`config.mk`:
```
export PLATFORM = sky130hd
export DESIGN_NAME = mie_irq_mask
export DESIGN_NICKNAME = d
export VERILOG_FILES = /design/src/logic/mie_pkg.sv /design/src/logic/mie_change_det.sv /design/src/logic/mie_irq_mask.sv
export SDC_FILE = /design/constraint.sdc
export NUM_CORES = 1
export LEC_CHECK = 0
export BUFFER_PORTS_ARGS = -buffer_cell sky130_fd_sc_hd__buf_2
export CORE_MARGIN = 2
export CORE_UTILIZATION = 49
export DETAILED_ROUTE_END_ITERATION = 8
export MAX_ROUTING_LAYER = met4
export PLACE_DENSITY = 0.73
export SLEW_MARGIN = 20
export SYNTH_ARGS = -nofsm -noshare
export SYNTH_HDL_FRONTEND = slang
export SYNTH_HIERARCHICAL = 1
export SYNTH_SLANG_ARGS = --single-unit
```
`constraint.sdc`:
```
create_clock -name aclk -period 3.17 [get_ports aclk]
set_input_delay 0.317 -clock aclk [delete_from_list [all_inputs] [get_ports aclk]]
set_output_delay 0.317 -clock aclk [all_outputs]
set_load 0.01 [all_outputs]
```
`src/logic/mie_pkg.sv`:
```
/*
 * mie_pkg: constants, register map and carrier types of the first
 * interrupt enable mask block of the energy metering core.
 * assumes: 32-bit AXI4-Lite register bus, one 50 MHz clock.
 */
package mie_pkg;

   localparam int MIE_ADDR_W = 20;
   localparam int MIE_DATA_W = 32;

   // register indices; the byte address is four times the index
   localparam logic [15:0] MIE_IDX_IRQ_ENABLE_FIRST = 16'hE50A;
   localparam logic [15:0] MIE_IDX_EVENT_STATUS = 16'hE5F0;
   localparam logic [15:0] MIE_IDX_PULSE_MODE = 16'hE5F1;
   localparam logic [15:0] MIE_IDX_ACCUM_MODE = 16'hE5F2;

   // enable / status bit positions
   localparam int MIE_B_TOT_ACT_HALF = 0;
   localparam int MIE_B_FUND_ACT_HALF = 1;
   localparam int MIE_B_TOT_REACT_HALF = 2;
   localparam int MIE_B_FUND_REACT_HALF = 3;
   localparam int MIE_B_APPARENT_HALF = 4;
   localparam int MIE_B_LINE_CYCLE_DONE = 5;
   localparam int MIE_B_PHASE_A_ACT_SIGN = 6;
   localparam int MIE_B_PATH1_SUM_SIGN = 9;
   localparam int MIE_B_PHASE_A_REACT_SIGN = 10;
   localparam int MIE_B_PATH2_SUM_SIGN = 13;
   localparam int MIE_B_CAL_PULSE_ONE = 14;
   localparam int MIE_B_DSP_PASS_DONE = 17;
   localparam int MIE_B_PATH3_SUM_SIGN = 18;
   localparam int MIE_B_RESET_COMPLETE = 31;
   localparam int MIE_EN_W = 19;

   // accumulation mode fields
   localparam int MIE_B_ACTIVE_SIGN_SRC = 6;
   localparam int MIE_B_REACTIVE_SIGN_SRC = 7;

   // pulse mode fields
   localparam int MIE_B_PULSE_ONE_SEL = 0;
   localparam int MIE_B_PULSE_TWO_SEL = 3;
   localparam int MIE_B_PULSE_THREE_SEL = 6;
   localparam int MIE_B_PULSE_ONE_DIS = 9;
   localparam int MIE_PULSE_MODE_W = 12;

   // reset values
   localparam logic [MIE_DATA_W-1:0] MIE_RST_IRQ_ENABLE_FIRST = 32'h0000_0000;
   localparam logic [MIE_DATA_W-1:0] MIE_RST_EVENT_STATUS = 32'h0000_0000;
   localparam logic [MIE_DATA_W-1:0] MIE_RST_PULSE_MODE = 32'h0000_0000;
   localparam logic [MIE_DATA_W-1:0] MIE_RST_ACCUM_MODE = 32'h0000_0000;

   // enables that need fundamental or reactive measurement
   localparam logic [MIE_EN_W-1:0] MIE_NEEDS_FUND = 19'h0000A;
   localparam logic [MIE_EN_W-1:0] MIE_NEEDS_REACT = 19'h01C04;

   localparam logic [1:0] MIE_RESP_OKAY = 2'h0;
   localparam logic [1:0] MIE_RESP_SLVERR = 2'h2;

   // levels and pulses from the metering datapath; sign bits are 1 when negative
   typedef struct packed {
      logic [2:0] tot_act_bit30;
      logic [2:0] fund_act_bit30;
      logic [2:0] tot_react_bit30;
      logic [2:0] fund_react_bit30;
      logic [2:0] apparent_bit30;
      logic [2:0] tot_act_sign;
      logic [2:0] fund_act_sign;
      logic [2:0] tot_react_sign;
      logic [2:0] fund_react_sign;
      logic [2:0] path_sum_sign;
      logic [2:0] cal_pulse_raw_n;
      logic line_cycle_done;
      logic dsp_pass_done;
   } mie_events_t;

   // pulse mode and sign source settings handed back to the pulse generators
   typedef struct packed {
      logic [2:0] pulse_three_power_sel;
      logic [2:0] pulse_two_power_sel;
      logic [2:0] pulse_one_power_sel;
      logic active_sign_source_sel;
      logic reactive_sign_source_sel;
   } mie_pulse_cfg_t;

endpackage

```
`src/logic/mie_change_det.sv`:
```
/*
 * mie_change_det: per-bit change and falling-edge detector.
 * assumes: inputs synchronous to aclk; the first sample after reset only
 * arms the detector so no spurious event appears.
 */
`timescale 1ns/1ps
module mie_change_det #(
   parameter int W = 8
) (
   input wire logic aclk,
   input wire logic aresetn,
   input wire logic [W-1:0] level,
   output logic [W-1:0] changed,
   output logic [W-1:0] fell
);
   logic [W-1:0] prev_reg;
   logic [W-1:0] prev_next;
   logic armed_reg;
   logic armed_next;

   always_comb begin
      prev_next = level;
      armed_next = 1'b1;
   end

   always_ff @(posedge aclk) begin
      if (!aresetn) begin
         prev_reg <= '0;
         armed_reg <= 1'b0;
      end else begin
         prev_reg <= prev_next;
         armed_reg <= armed_next;
      end
   end

   assign changed = armed_reg ? (prev_reg ^ level) : '0;
   assign fell = armed_reg ? (prev_reg & ~level) : '0;
endmodule

```
`src/logic/mie_irq_mask.sv`:
```
/*
 * mie_irq_mask: first interrupt enable mask of the metering core, with
 * its event status, pulse mode and accumulation mode registers on AXI4-Lite.
 * assumes: datapath events synchronous to aclk; one master on the bus.
 */
// Function
// - enable bit 0: interrupt on bit 30 change of any total active energy
// - enable bit 1: fundamental active bit 30 change; inert without fundamental
// - enable bit 2: total reactive bit 30 change; inert without reactive
// - enable bit 3: fundamental reactive bit 30 change; inert without fundamental
// - enable bit 4: bit 30 change of any apparent energy accumulator
// - enable bit 5: interrupt when line-cycle accumulation finishes
// - enable bits 6-8: phase active power sign change, source by mode bit 6
// - enable bits 10-12: phase reactive sign change, source by mode bit 7
// - enable bits 9, 13, 18: summed power sign change in paths 1-3
// - enable bits 14-16: falling edge of calibration pulse one to three
// - pulse interrupts still raised while the pulse output is disabled
// - each pulse output uses power type from its 3-bit selector field
// - enable bit 17: interrupt when the periodic processing pass completes
// - mask at index E50A; bits 31 to 19 reserved, read zero
// - reset-complete interrupt cannot be masked
`timescale 1ns/1ps
module mie_irq_mask
   import mie_pkg::*;
#(
   parameter bit HAS_FUND = 1'b1,
   parameter bit HAS_REACT = 1'b1
) (
   input wire logic aclk,
   input wire logic aresetn,
   input wire logic [mie_pkg::MIE_ADDR_W-1:0] s_axi_awaddr,
   input wire logic [2:0] s_axi_awprot,
   input wire logic s_axi_awvalid,
   output logic s_axi_awready,
   input wire logic [mie_pkg::MIE_DATA_W-1:0] s_axi_wdata,
   input wire logic [3:0] s_axi_wstrb,
   input wire logic s_axi_wvalid,
   output logic s_axi_wready,
   output logic [1:0] s_axi_bresp,
   output logic s_axi_bvalid,
   input wire logic s_axi_bready,
   input wire logic [mie_pkg::MIE_ADDR_W-1:0] s_axi_araddr,
   input wire logic [2:0] s_axi_arprot,
   input wire logic s_axi_arvalid,
   output logic s_axi_arready,
   output logic [mie_pkg::MIE_DATA_W-1:0] s_axi_rdata,
   output logic [1:0] s_axi_rresp,
   output logic s_axi_rvalid,
   input wire logic s_axi_rready,
   input wire mie_pkg::mie_events_t events,
   output mie_pkg::mie_pulse_cfg_t pulse_cfg,
   output logic cal_pulse_out_one,
   output logic cal_pulse_out_two,
   output logic cal_pulse_out_three,
   output logic irq,
   output logic irq_pin_first_n
);
   import mie_pkg::*;

   localparam logic [MIE_ADDR_W-1:0] ADDR_ENABLE = {2'h0, MIE_IDX_IRQ_ENABLE_FIRST, 2'h0};
   localparam logic [MIE_ADDR_W-1:0] ADDR_STATUS = {2'h0, MIE_IDX_EVENT_STATUS, 2'h0};
   localparam logic [MIE_ADDR_W-1:0] ADDR_PULSE = {2'h0, MIE_IDX_PULSE_MODE, 2'h0};
   localparam logic [MIE_ADDR_W-1:0] ADDR_ACCUM = {2'h0, MIE_IDX_ACCUM_MODE, 2'h0};
   localparam int DET_W = 27;

   typedef enum logic [2:0] {
      MIE_SEL_NONE = 3'b000,
      MIE_SEL_ENABLE = 3'b001,
      MIE_SEL_STATUS = 3'b010,
      MIE_SEL_PULSE = 3'b011,
      MIE_SEL_ACCUM = 3'b100
   } mie_sel_t;

   function automatic mie_sel_t decode(input logic [MIE_ADDR_W-1:0] addr);
      mie_sel_t sel;
      case ({addr[MIE_ADDR_W-1:2], 2'h0})
         ADDR_ENABLE: sel = MIE_SEL_ENABLE;
         ADDR_STATUS: sel = MIE_SEL_STATUS;
         ADDR_PULSE: sel = MIE_SEL_PULSE;
         ADDR_ACCUM: sel = MIE_SEL_ACCUM;
         default: sel = MIE_SEL_NONE;
      endcase
      return sel;
   endfunction

   function automatic logic [31:0] merge(input logic [31:0] old_v, input logic [31:0] new_v,
                                         input logic [3:0] strb);
      logic [31:0] res;
      res = old_v;
      for (int i = 0; i < 4; i++) begin
         if (strb[i]) begin
            res[8*i +: 8] = new_v[8*i +: 8];
         end
      end
      return res;
   endfunction

   // bus state
   logic aw_hold_reg, aw_hold_next;
   logic [MIE_ADDR_W-1:0] aw_addr_reg, aw_addr_next;
   logic w_hold_reg, w_hold_next;
   logic [31:0] w_data_reg, w_data_next;
   logic [3:0] w_strb_reg, w_strb_next;
   logic bvalid_reg, bvalid_next;
   logic [1:0] bresp_reg, bresp_next;
   logic rvalid_reg, rvalid_next;
   logic [31:0] rdata_reg, rdata_next;
   logic [1:0] rresp_reg, rresp_next;

   // register file
   logic [MIE_EN_W-1:0] enable_reg, enable_next;
   logic [31:0] status_reg, status_next;
   logic [MIE_PULSE_MODE_W-1:0] pulse_mode_reg, pulse_mode_next;
   logic [1:0] accum_mode_reg, accum_mode_next;
   logic rst_seen_reg, rst_seen_next;
   logic irq_reg, irq_next;
   logic [2:0] pulse_out_reg, pulse_out_next;

   logic wr_go;
   mie_sel_t wr_sel;
   mie_sel_t rd_sel;
   logic [31:0] wr_val;
   logic [MIE_EN_W-1:0] feature_mask;
   logic [MIE_EN_W-1:0] eff_enable;
   logic [31:0] ev_set;
   logic [DET_W-1:0] det_level;
   logic [DET_W-1:0] det_changed;
   logic [DET_W-1:0] det_fell;
   logic [2:0] act_sign;
   logic [2:0] react_sign;

   // sign source switching may itself look like a sign change; software
   // should clear the status after changing the source selectors
   assign act_sign = accum_mode_reg[0] ? events.fund_act_sign : events.tot_act_sign;
   assign react_sign = accum_mode_reg[1] ? events.fund_react_sign
                                         : events.tot_react_sign;

   assign det_level = {events.cal_pulse_raw_n, events.path_sum_sign, react_sign, act_sign,
                       events.apparent_bit30, events.fund_react_bit30,
                       events.tot_react_bit30, events.fund_act_bit30, events.tot_act_bit30};

   mie_change_det #(
      .W(DET_W)
   ) u_det (
      .aclk(aclk),
      .aresetn(aresetn),
      .level(det_level),
      .changed(det_changed),
      .fell(det_fell)
   );

   always_comb begin
      ev_set = '0;
      ev_set[MIE_B_TOT_ACT_HALF] = |det_changed[2:0];
      ev_set[MIE_B_FUND_ACT_HALF] = |det_changed[5:3];
      ev_set[MIE_B_TOT_REACT_HALF] = |det_changed[8:6];
      ev_set[MIE_B_FUND_REACT_HALF] = |det_changed[11:9];
      ev_set[MIE_B_APPARENT_HALF] = |det_changed[14:12];
      ev_set[MIE_B_LINE_CYCLE_DONE] = events.line_cycle_done;
      ev_set[MIE_B_PHASE_A_ACT_SIGN +: 3] = det_changed[17:15];
      ev_set[MIE_B_PHASE_A_REACT_SIGN +: 3] = det_changed[20:18];
      ev_set[MIE_B_PATH1_SUM_SIGN] = det_changed[21];
      ev_set[MIE_B_PATH2_SUM_SIGN] = det_changed[22];
      ev_set[MIE_B_PATH3_SUM_SIGN] = det_changed[23];
      // taken from the raw pulse, ahead of the disable gate
      ev_set[MIE_B_CAL_PULSE_ONE +: 3] = det_fell[26:24];
      ev_set[MIE_B_DSP_PASS_DONE] = events.dsp_pass_done;
      ev_set[MIE_B_RESET_COMPLETE] = ~rst_seen_reg;
   end

   // variants without a measurement keep the bit but let it do nothing
   assign feature_mask = ~((HAS_FUND ? '0 : MIE_NEEDS_FUND) |
                           (HAS_REACT ? '0 : MIE_NEEDS_REACT));
   assign eff_enable = enable_reg & feature_mask;

   assign wr_go = aw_hold_reg & w_hold_reg & ~bvalid_reg;
   assign wr_sel = decode(aw_addr_reg);
   assign rd_sel = decode(s_axi_araddr);

   always_comb begin
      wr_val = '0;
      case (wr_sel)
         MIE_SEL_ENABLE: wr_val = merge({13'h0, enable_reg}, w_data_reg, w_strb_reg);
         MIE_SEL_PULSE: wr_val = merge({20'h0, pulse_mode_reg}, w_data_reg, w_strb_reg);
         MIE_SEL_ACCUM: wr_val = merge({24'h0, accum_mode_reg, 6'h0}, w_data_reg, w_strb_reg);
         MIE_SEL_STATUS: wr_val = merge(32'h0, w_data_reg, w_strb_reg);
         default: wr_val = '0;
      endcase
   end

   always_comb begin
      aw_hold_next = aw_hold_reg;
      aw_addr_next = aw_addr_reg;
      w_hold_next = w_hold_reg;
      w_data_next = w_data_reg;
      w_strb_next = w_strb_reg;
      bvalid_next = bvalid_reg;
      bresp_next = bresp_reg;
      rvalid_next = rvalid_reg;
      rdata_next = rdata_reg;
      rresp_next = rresp_reg;
      if (s_axi_awvalid && s_axi_awready) begin
         aw_hold_next = 1'b1;
         aw_addr_next = s_axi_awaddr;
      end
      if (s_axi_wvalid && s_axi_wready) begin
         w_hold_next = 1'b1;
         w_data_next = s_axi_wdata;
         w_strb_next = s_axi_wstrb;
      end
      if (s_axi_bvalid && s_axi_bready) begin
         bvalid_next = 1'b0;
      end
      if (wr_go) begin
         aw_hold_next = 1'b0;
         w_hold_next = 1'b0;
         bvalid_next = 1'b1;
         bresp_next = (wr_sel == MIE_SEL_NONE) ? MIE_RESP_SLVERR : MIE_RESP_OKAY;
      end
      if (s_axi_rvalid && s_axi_rready) begin
         rvalid_next = 1'b0;
      end
      if (s_axi_arvalid && s_axi_arready) begin
         rvalid_next = 1'b1;
         rresp_next = MIE_RESP_OKAY;
         case (rd_sel)
            MIE_SEL_ENABLE: rdata_next = {13'h0, enable_reg};
            MIE_SEL_STATUS: rdata_next = status_reg;
            MIE_SEL_PULSE: rdata_next = {20'h0, pulse_mode_reg};
            MIE_SEL_ACCUM: rdata_next = {24'h0, accum_mode_reg, 6'h0};
            default: begin
               rdata_next = '0;
               rresp_next = MIE_RESP_SLVERR;
            end
         endcase
      end
   end

   always_comb begin
      enable_next = enable_reg;
      pulse_mode_next = pulse_mode_reg;
      accum_mode_next = accum_mode_reg;
      rst_seen_next = 1'b1;
      status_next = status_reg;
      if (wr_go) begin
         case (wr_sel)
            MIE_SEL_ENABLE: enable_next = wr_val[MIE_EN_W-1:0];
            MIE_SEL_PULSE: pulse_mode_next = wr_val[MIE_PULSE_MODE_W-1:0];
            MIE_SEL_ACCUM: accum_mode_next = wr_val[MIE_B_REACTIVE_SIGN_SRC:
                                                    MIE_B_ACTIVE_SIGN_SRC];
            MIE_SEL_STATUS: status_next = status_reg & ~wr_val;
            default: enable_next = enable_reg;
         endcase
      end
      // a new event in the clearing cycle survives the clear
      status_next = status_next | ev_set;
      irq_next = (|(status_next[MIE_EN_W-1:0] & eff_enable))
                 | status_next[MIE_B_RESET_COMPLETE];
      pulse_out_next = events.cal_pulse_raw_n |
                       pulse_mode_reg[MIE_B_PULSE_ONE_DIS +: 3];
   end

   always_ff @(posedge aclk) begin
      if (!aresetn) begin
         aw_hold_reg <= 1'b0;
         aw_addr_reg <= '0;
         w_hold_reg <= 1'b0;
         w_data_reg <= '0;
         w_strb_reg <= '0;
         bvalid_reg <= 1'b0;
         bresp_reg <= MIE_RESP_OKAY;
         rvalid_reg <= 1'b0;
         rdata_reg <= '0;
         rresp_reg <= MIE_RESP_OKAY;
         // pulse enables are undefined to software; zero is the chosen value
         enable_reg <= MIE_RST_IRQ_ENABLE_FIRST[MIE_EN_W-1:0];
         status_reg <= MIE_RST_EVENT_STATUS;
         pulse_mode_reg <= MIE_RST_PULSE_MODE[MIE_PULSE_MODE_W-1:0];
         accum_mode_reg <= MIE_RST_ACCUM_MODE[MIE_B_REACTIVE_SIGN_SRC:MIE_B_ACTIVE_SIGN_SRC];
         rst_seen_reg <= 1'b0;
         irq_reg <= 1'b0;
         pulse_out_reg <= 3'h7;
      end else begin
         aw_hold_reg <= aw_hold_next;
         aw_addr_reg <= aw_addr_next;
         w_hold_reg <= w_hold_next;
         w_data_reg <= w_data_next;
         w_strb_reg <= w_strb_next;
         bvalid_reg <= bvalid_next;
         bresp_reg <= bresp_next;
         rvalid_reg <= rvalid_next;
         rdata_reg <= rdata_next;
         rresp_reg <= rresp_next;
         enable_reg <= enable_next;
         status_reg <= status_next;
         pulse_mode_reg <= pulse_mode_next;
         accum_mode_reg <= accum_mode_next;
         rst_seen_reg <= rst_seen_next;
         irq_reg <= irq_next;
         pulse_out_reg <= pulse_out_next;
      end
   end

   assign s_axi_awready = ~aw_hold_reg;
   assign s_axi_wready = ~w_hold_reg;
   assign s_axi_bvalid = bvalid_reg;
   assign s_axi_bresp = bresp_reg;
   assign s_axi_arready = ~rvalid_reg;
   assign s_axi_rvalid = rvalid_reg;
   assign s_axi_rdata = rdata_reg;
   assign s_axi_rresp = rresp_reg;

   always_comb begin
      pulse_cfg.pulse_one_power_sel = pulse_mode_reg[MIE_B_PULSE_ONE_SEL +: 3];
      pulse_cfg.pulse_two_power_sel = pulse_mode_reg[MIE_B_PULSE_TWO_SEL +: 3];
      pulse_cfg.pulse_three_power_sel = pulse_mode_reg[MIE_B_PULSE_THREE_SEL +: 3];
      pulse_cfg.active_sign_source_sel = accum_mode_reg[0];
      pulse_cfg.reactive_sign_source_sel = accum_mode_reg[1];
   end

   assign cal_pulse_out_one = pulse_out_reg[0];
   assign cal_pulse_out_two = pulse_out_reg[1];
   assign cal_pulse_out_three = pulse_out_reg[2];
   assign irq = irq_reg;
   assign irq_pin_first_n = ~irq_reg;
endmodule

```
==> results of run 1 <==
## per-stage QoR
step | setup slack (ps) | cell area, sq um | power (uW) | hold WS, ps
floorplan | 530.9 | 8655 | 2868 | 344.7
global placement | 407.0 | 9713 | 3057 | 407.9
detailed placement | 342.8 | 9713 | 3069 | 412.2
CTS | 324.7 | 10340 | 5293 | 28.19
global route | 47.16 | 10340 | 5458 | 31.16
finish | 290.4 | 10340 | 5270 | 34.10
## where the power goes
| part | switching, uW | leakage (uW) | internal (uW) | total (uW) |
|---|---|---|---|---|
| clock | 1150 | 0.000304 | 1100 | 2250 |
| combinational | 262 | 0.00251 | 197 | 459 |
| sequential | 75.6 | 0.00156 | 2480 | 2560 |
| total | 1490 | 0.00437 | 3780 | 5270 |
## per-layer routing
layer  up-vias  part of all wire (%)  global-route usage (%)  routed length (microns)
met2       363                    45                   41.97                    11050
met4         0                   2.3                   9.507                      558
li1       3860                     -                       -                        -
met1      3673                    44                   35.84                    10810
met5         -                     0                       -                        0
met3        47                   8.8                   6.593                     2163
## worst max-delay path by stage
stage	startpoint	to	slack, ps	cells after the start
floorplan	accum_mode_reg[0]	irq	530	11
global placement	accum_mode_reg[0]	irq	410	11
detailed placement	accum_mode_reg[0]	irq	340	11
CTS	accum_mode_reg[0]	irq	320	11
global route	accum_mode_reg[1]	irq	50	11
finish	accum_mode_reg[1]	irq	290	11
## critical path, delay by kind of cell (launching register included)
| family | cells | cell delay [ps] |
|---|---|---|
| buffers and inverters | 1 | 60 |
| AOI/OAI and AO/OA | 4 | 720 |
| and+or+nand+nor | 4 | 1080 |
| muxes | 1 | 360 |
| DFF | 1 | 380 |
| adders and majority gates | 1 | 130 |
## cell type report
class                           instances  area [sq um]  share of cell area [%]
Inverter                               49         186.4                   1.802
Clock buffer                           17         425.4                   4.112
Timing Repair Buffer                  199          1086                   10.50
Tap cell                              225         281.5                   2.721
Multi-Input combinational cell        733          4355                   42.10
Sequential cell                       190          3804                   36.77
Clock inverter                         15         206.4                   1.996
==> results.sh, run 1 <==
export IMPL_syn_area_per_cell_sq_um=8.302
export IMPL_utilization_pct=59.81
export IMPL_syn_inst=1042
export IMPL_setup_viol=0
export IMPL_setup_tns_final_ps=0
export IMPL_crit_fanout=3
export IMPL_finalHoldViolations=0
export IMPL_drt_initial_drc_count=595
export IMPL_start_util_pct=50.01
export IMPL_layout_commonest_cell="nand2_1"
export IMPL_min_delay_start="s_axi_rready"
export IMPL_critPathSlowestCell="dfxtp_1"
export IMPL_grt_setup_unrepaired="no"
export IMPL_dieArea_sq_um=18730
export IMPL_clockBufferDepth=2
export IMPL_cts_tree="done"
export IMPL_grt_pass1_wl_mm=38.67
export IMPL_hpwl_mm=17.41
export IMPL_slew_headroom_pct=41.40
export IMPL_die_h_microns=136.9
export IMPL_hold_end="s_axi_rvalid"
export IMPL_syn_to_final_growth_pct=19.58
export IMPL_ant_nets=0
export IMPL_arrival_ps=3180
export IMPL_final_cell_mix="nand2_1 (200), dfxtp_1 (190), buf_2 (168)"
export IMPL_max_stage_delay_ps=380
export IMPL_grt_max_degree=64
export IMPL_cts_buffers=17
export IMPL_wire_per_inst_microns=17.22
export IMPL_dr_total_vias=7943
export IMPL_max_freq_ghz=0.3473
export IMPL_clk_pin_slew_ps=80
export IMPL_wirelength_mm=24.59
export IMPL_fin_crit_sh_pct=90.84
export IMPL_gr_total_overflow=0
export IMPL_htree_num_levels=4
export IMPL_grtUsageTotal_pct=27.52
export IMPL_core_sq_um=17300
export IMPL_antenna_cells=0
export IMPL_layout_cells_non_filler=1428
export IMPL_hold_class="in2reg"
export IMPL_vias_per_cell=5.562
export IMPL_r2r_end="irq"
export IMPL_drtPass1Iterations=5
export IMPL_powerDensity_nw_per_um2=509.4
export IMPL_grt_pass1_vias=7558
export IMPL_cp_start_kind="flip-flop"
export IMPL_ctsHoldBuffers=0
export IMPL_cts_sinks=190
export IMPL_clock_skew_ps=21.27
export IMPL_clock_latency_ps=460
export IMPL_rows=48
export IMPL_required_ps=3470
export IMPL_fill_cells=1627
export IMPL_r2r_cells=11
export IMPL_layout_nets=1341
export IMPL_cts_setup_buffers=0
export IMPL_drc=0
export IMPL_cp_end_kind="flip-flop"
export IMPL_syn_area_sq_um=8651
export IMPL_fp_dieW_microns=136.9
export IMPL_status="complete, no violations"
export IMPL_ir_drop_mv=0.3653
export IMPL_p_leak_uw=0.004369
export IMPL_crit_chain="mux2_2 > inv_1 > ha_1 > and2b_1 > a22oi_1 > nand4_1 > or3_1 > a211oi_1 > o221ai_1 > nor4_1 > a41oi_1"
export IMPL_rrSetupSlack_ps=290
export IMPL_grt_antenna_before_repair=0
export IMPL_ctsResizeCount=0
export IMPL_routabilityCongestion=1.027
export IMPL_worst_pin_slew_ps=875.7
export IMPL_timing_rr_start="accum_mode_reg[1]"
export IMPL_cap_violations=0
export IMPL_io_pins=181
export IMPL_path_class="reg2reg"
export IMPL_dp_cells=1396
export IMPL_hold_depth=2
export IMPL_drive_gt1_share_pct=22.86
export IMPL_maxSlewViolCount=0
export IMPL_fin_crit_ps=2880
export IMPL_root_buffer="clkbuf_16"
export IMPL_io_buffers=168
export IMPL_yosys_warnings=6
(Power assumes the default switching activity.)
==> run 2: changes to the inputs <==
--- a/config.mk
+++ b/config.mk
@@ -5,12 +5,13 @@
 export SDC_FILE = /design/constraint.sdc
 export NUM_CORES = 1
 export LEC_CHECK = 0
+export ABC_AREA = 1
 export BUFFER_PORTS_ARGS = -buffer_cell sky130_fd_sc_hd__buf_2
 export CORE_MARGIN = 2
 export CORE_UTILIZATION = 49
 export DETAILED_ROUTE_END_ITERATION = 8
 export MAX_ROUTING_LAYER = met4
-export PLACE_DENSITY = 0.73
+export PLACE_DENSITY = 0.72
 export SLEW_MARGIN = 20
 export SYNTH_ARGS = -nofsm -noshare
 export SYNTH_HDL_FRONTEND = slang
==> run 2 against run 1 <==
  * Utilization down 1.9 points
  * Worst hold slack improved by 25 ps
  * Register-to-register slack improved by 160 ps
  * Power fell by 1.7%
  * Sequential power barely moved
  * Sequential share of layout area fell by 1.8 points
==> results.sh, run 2 <==
export IMPL_io_buffers=168
export IMPL_clock_skew_ps=10.82
export IMPL_totalPowerFinal_uw=5181
export IMPL_clk_pin_slew_ps=70
export IMPL_r2r_cells=14
export IMPL_cts_buffers=17
export IMPL_core_sq_um=18770
export IMPL_syn_to_final_growth_pct=15.54
export IMPL_syn_area_per_cell_sq_um=6.973
export IMPL_cts_tree="done"
export IMPL_setup_tns_final_ps=0
export IMPL_cap_violations=0
export IMPL_grt_setup_unrepaired="no"
export IMPL_required_ps=3500
export IMPL_hold_ws_ps=59.28
export IMPL_htree_num_levels=4
export IMPL_path_class="reg2reg"
export IMPL_max_freq_ghz=0.3675
export IMPL_rows=50
export IMPL_final_cell_mix="nand2_1 (258), dfxtp_1 (190), nor2_1 (177)"
export IMPL_syn_inst=1349
export IMPL_clock_latency_ps=450
export IMPL_cp_start_kind="flip-flop"
export IMPL_cp_endpoint="irq"
export IMPL_dr_total_vias=9102
export IMPL_grt_pass1_wl_mm=40.91
export IMPL_grt_pass1_vias=8544
export IMPL_drc=0
export IMPL_ctsResizeCount=0
export IMPL_fin_crit_ps=2721
export IMPL_root_buffer="clkbuf_16"
export IMPL_ant_nets=0
export IMPL_critPathLaunch="aw_addr_reg[16]"
export IMPL_wirelength_mm=25.36
export IMPL_setup_viol=0
export IMPL_wire_per_inst_microns=14.71
export IMPL_layout_nets=1628
export IMPL_dieArea_sq_um=20320
export IMPL_gr_total_overflow=0
export IMPL_die_h_microns=142.6
export IMPL_antenna_cells=0
export IMPL_timing_rr_start="aw_addr_reg[16]"
export IMPL_grtUsageTotal_pct=25.98
export IMPL_drive_gt1_share_pct=18.79
export IMPL_worst_pin_slew_ps=1064
export IMPL_cts_setup_buffers=0
export IMPL_rrSetupSlack_ps=450
export IMPL_fill_cells=1829
export IMPL_grt_antenna_before_repair=0
export IMPL_ir_drop_mv=0.3805
export IMPL_routabilityCongestion=0.9584
export IMPL_grt_max_degree=63
export IMPL_arrival_ps=3050
export IMPL_hold_class="in2reg"
export IMPL_powerDensity_nw_per_um2=476.7
export IMPL_clockBufferDepth=2
export IMPL_ctsHoldBuffers=0
export IMPL_cts_sinks=190
export IMPL_yosys_warnings=6
export IMPL_status="complete, no violations"
export IMPL_drt_initial_drc_count=669
export IMPL_cp_end_kind="flip-flop"
export IMPL_vias_per_cell=5.280
export IMPL_maxSlewViolCount=0
export IMPL_fin_crit_sh_pct=85.84
export IMPL_io_pins=181
export IMPL_layout_commonest_cell="nand2_1"
export IMPL_syn_area_sq_um=9407
export IMPL_p_leak_uw=0.005241
export IMPL_utilization_pct=57.91
export IMPL_finalHoldViolations=0
export IMPL_fp_dieW_microns=142.6
export IMPL_slew_headroom_pct=28.98
export IMPL_r2r_end="irq"
export IMPL_start_util_pct=50.12
export IMPL_crit_fanout=37
export IMPL_hpwl_mm=17.94
export IMPL_drtPass1Iterations=8
[run 2: final cells by class]
class | instances | area (sq um) | area share [%]
tap | 234 | 292.8 | 2.694
multi-input combinational | 886 | 4456 | 41.00
sequential | 190 | 3804 | 35.00
timing repair buffer | 190 | 1021 | 9.394
clock inverter | 13 | 126.4 | 1.163
inverter | 192 | 725.7 | 6.677
clock buffer | 19 | 442.9 | 4.076
[run 2: power breakdown]
group          internal (uW)  total [uW]  switching (uW)  leakage, uW
clock network           1060        2090            1030     0.000273
registers               2490        2560            64.7      0.00156
logic                    194         538             344      0.00341
total                   3740        5180            1440      0.00524
[run 2: how the worst min path moves through the flow]
| stage | from | to | slack [ps] | cells past startpoint |
|---|---|---|---|---|
| finish | events[29] | u_det/prev_reg[3] | 60 | 3 |
| global route | events[34] | u_det/prev_reg[2] | 60 | 3 |
| CTS | events[29] | u_det/prev_reg[3] | 50 | 3 |
| detailed placement | status_reg[19] | status_reg[19] | 420 | 2 |
| global placement | status_reg[23] | status_reg[23] | 420 | 2 |
| floorplan | aresetn | rst_seen_reg | 340 | 0 |
[run 2: worst max-delay path: stages, from the launching register on]
cell	delay [ps]
dfxtp_1	330
nand2_1	60
inv_1	50
nand2_1	70
nor2_4	380
buf_4	420
nand3_1	220
inv_2	230
a31oi_1	140
o21ai_0	270
nand2_1	100
nor2_1	110
nand3_1	80
nor2_1	110
nor2_1	50
[run 2: routing by layer]
layer  track usage (%)  wire [microns]  vias to the layer above
met5                 -               0                        -
met4             11.20             888                        0
met3             4.711            1430                       64
met2             42.89           12230                      303
met1             31.16           10810                     4167
li1                  -               -                     4568
[run 2: stage by stage]
stage,worst slack (ps),instances,instance area (sq um)
final,448.8,1724,10870
after global routing,279.4,1724,10870
after CTS,514.3,1724,10870
after detailed placement,548.6,1692,10300
after global placement,586.9,1692,10300
after floorplan,1250,1350,9410
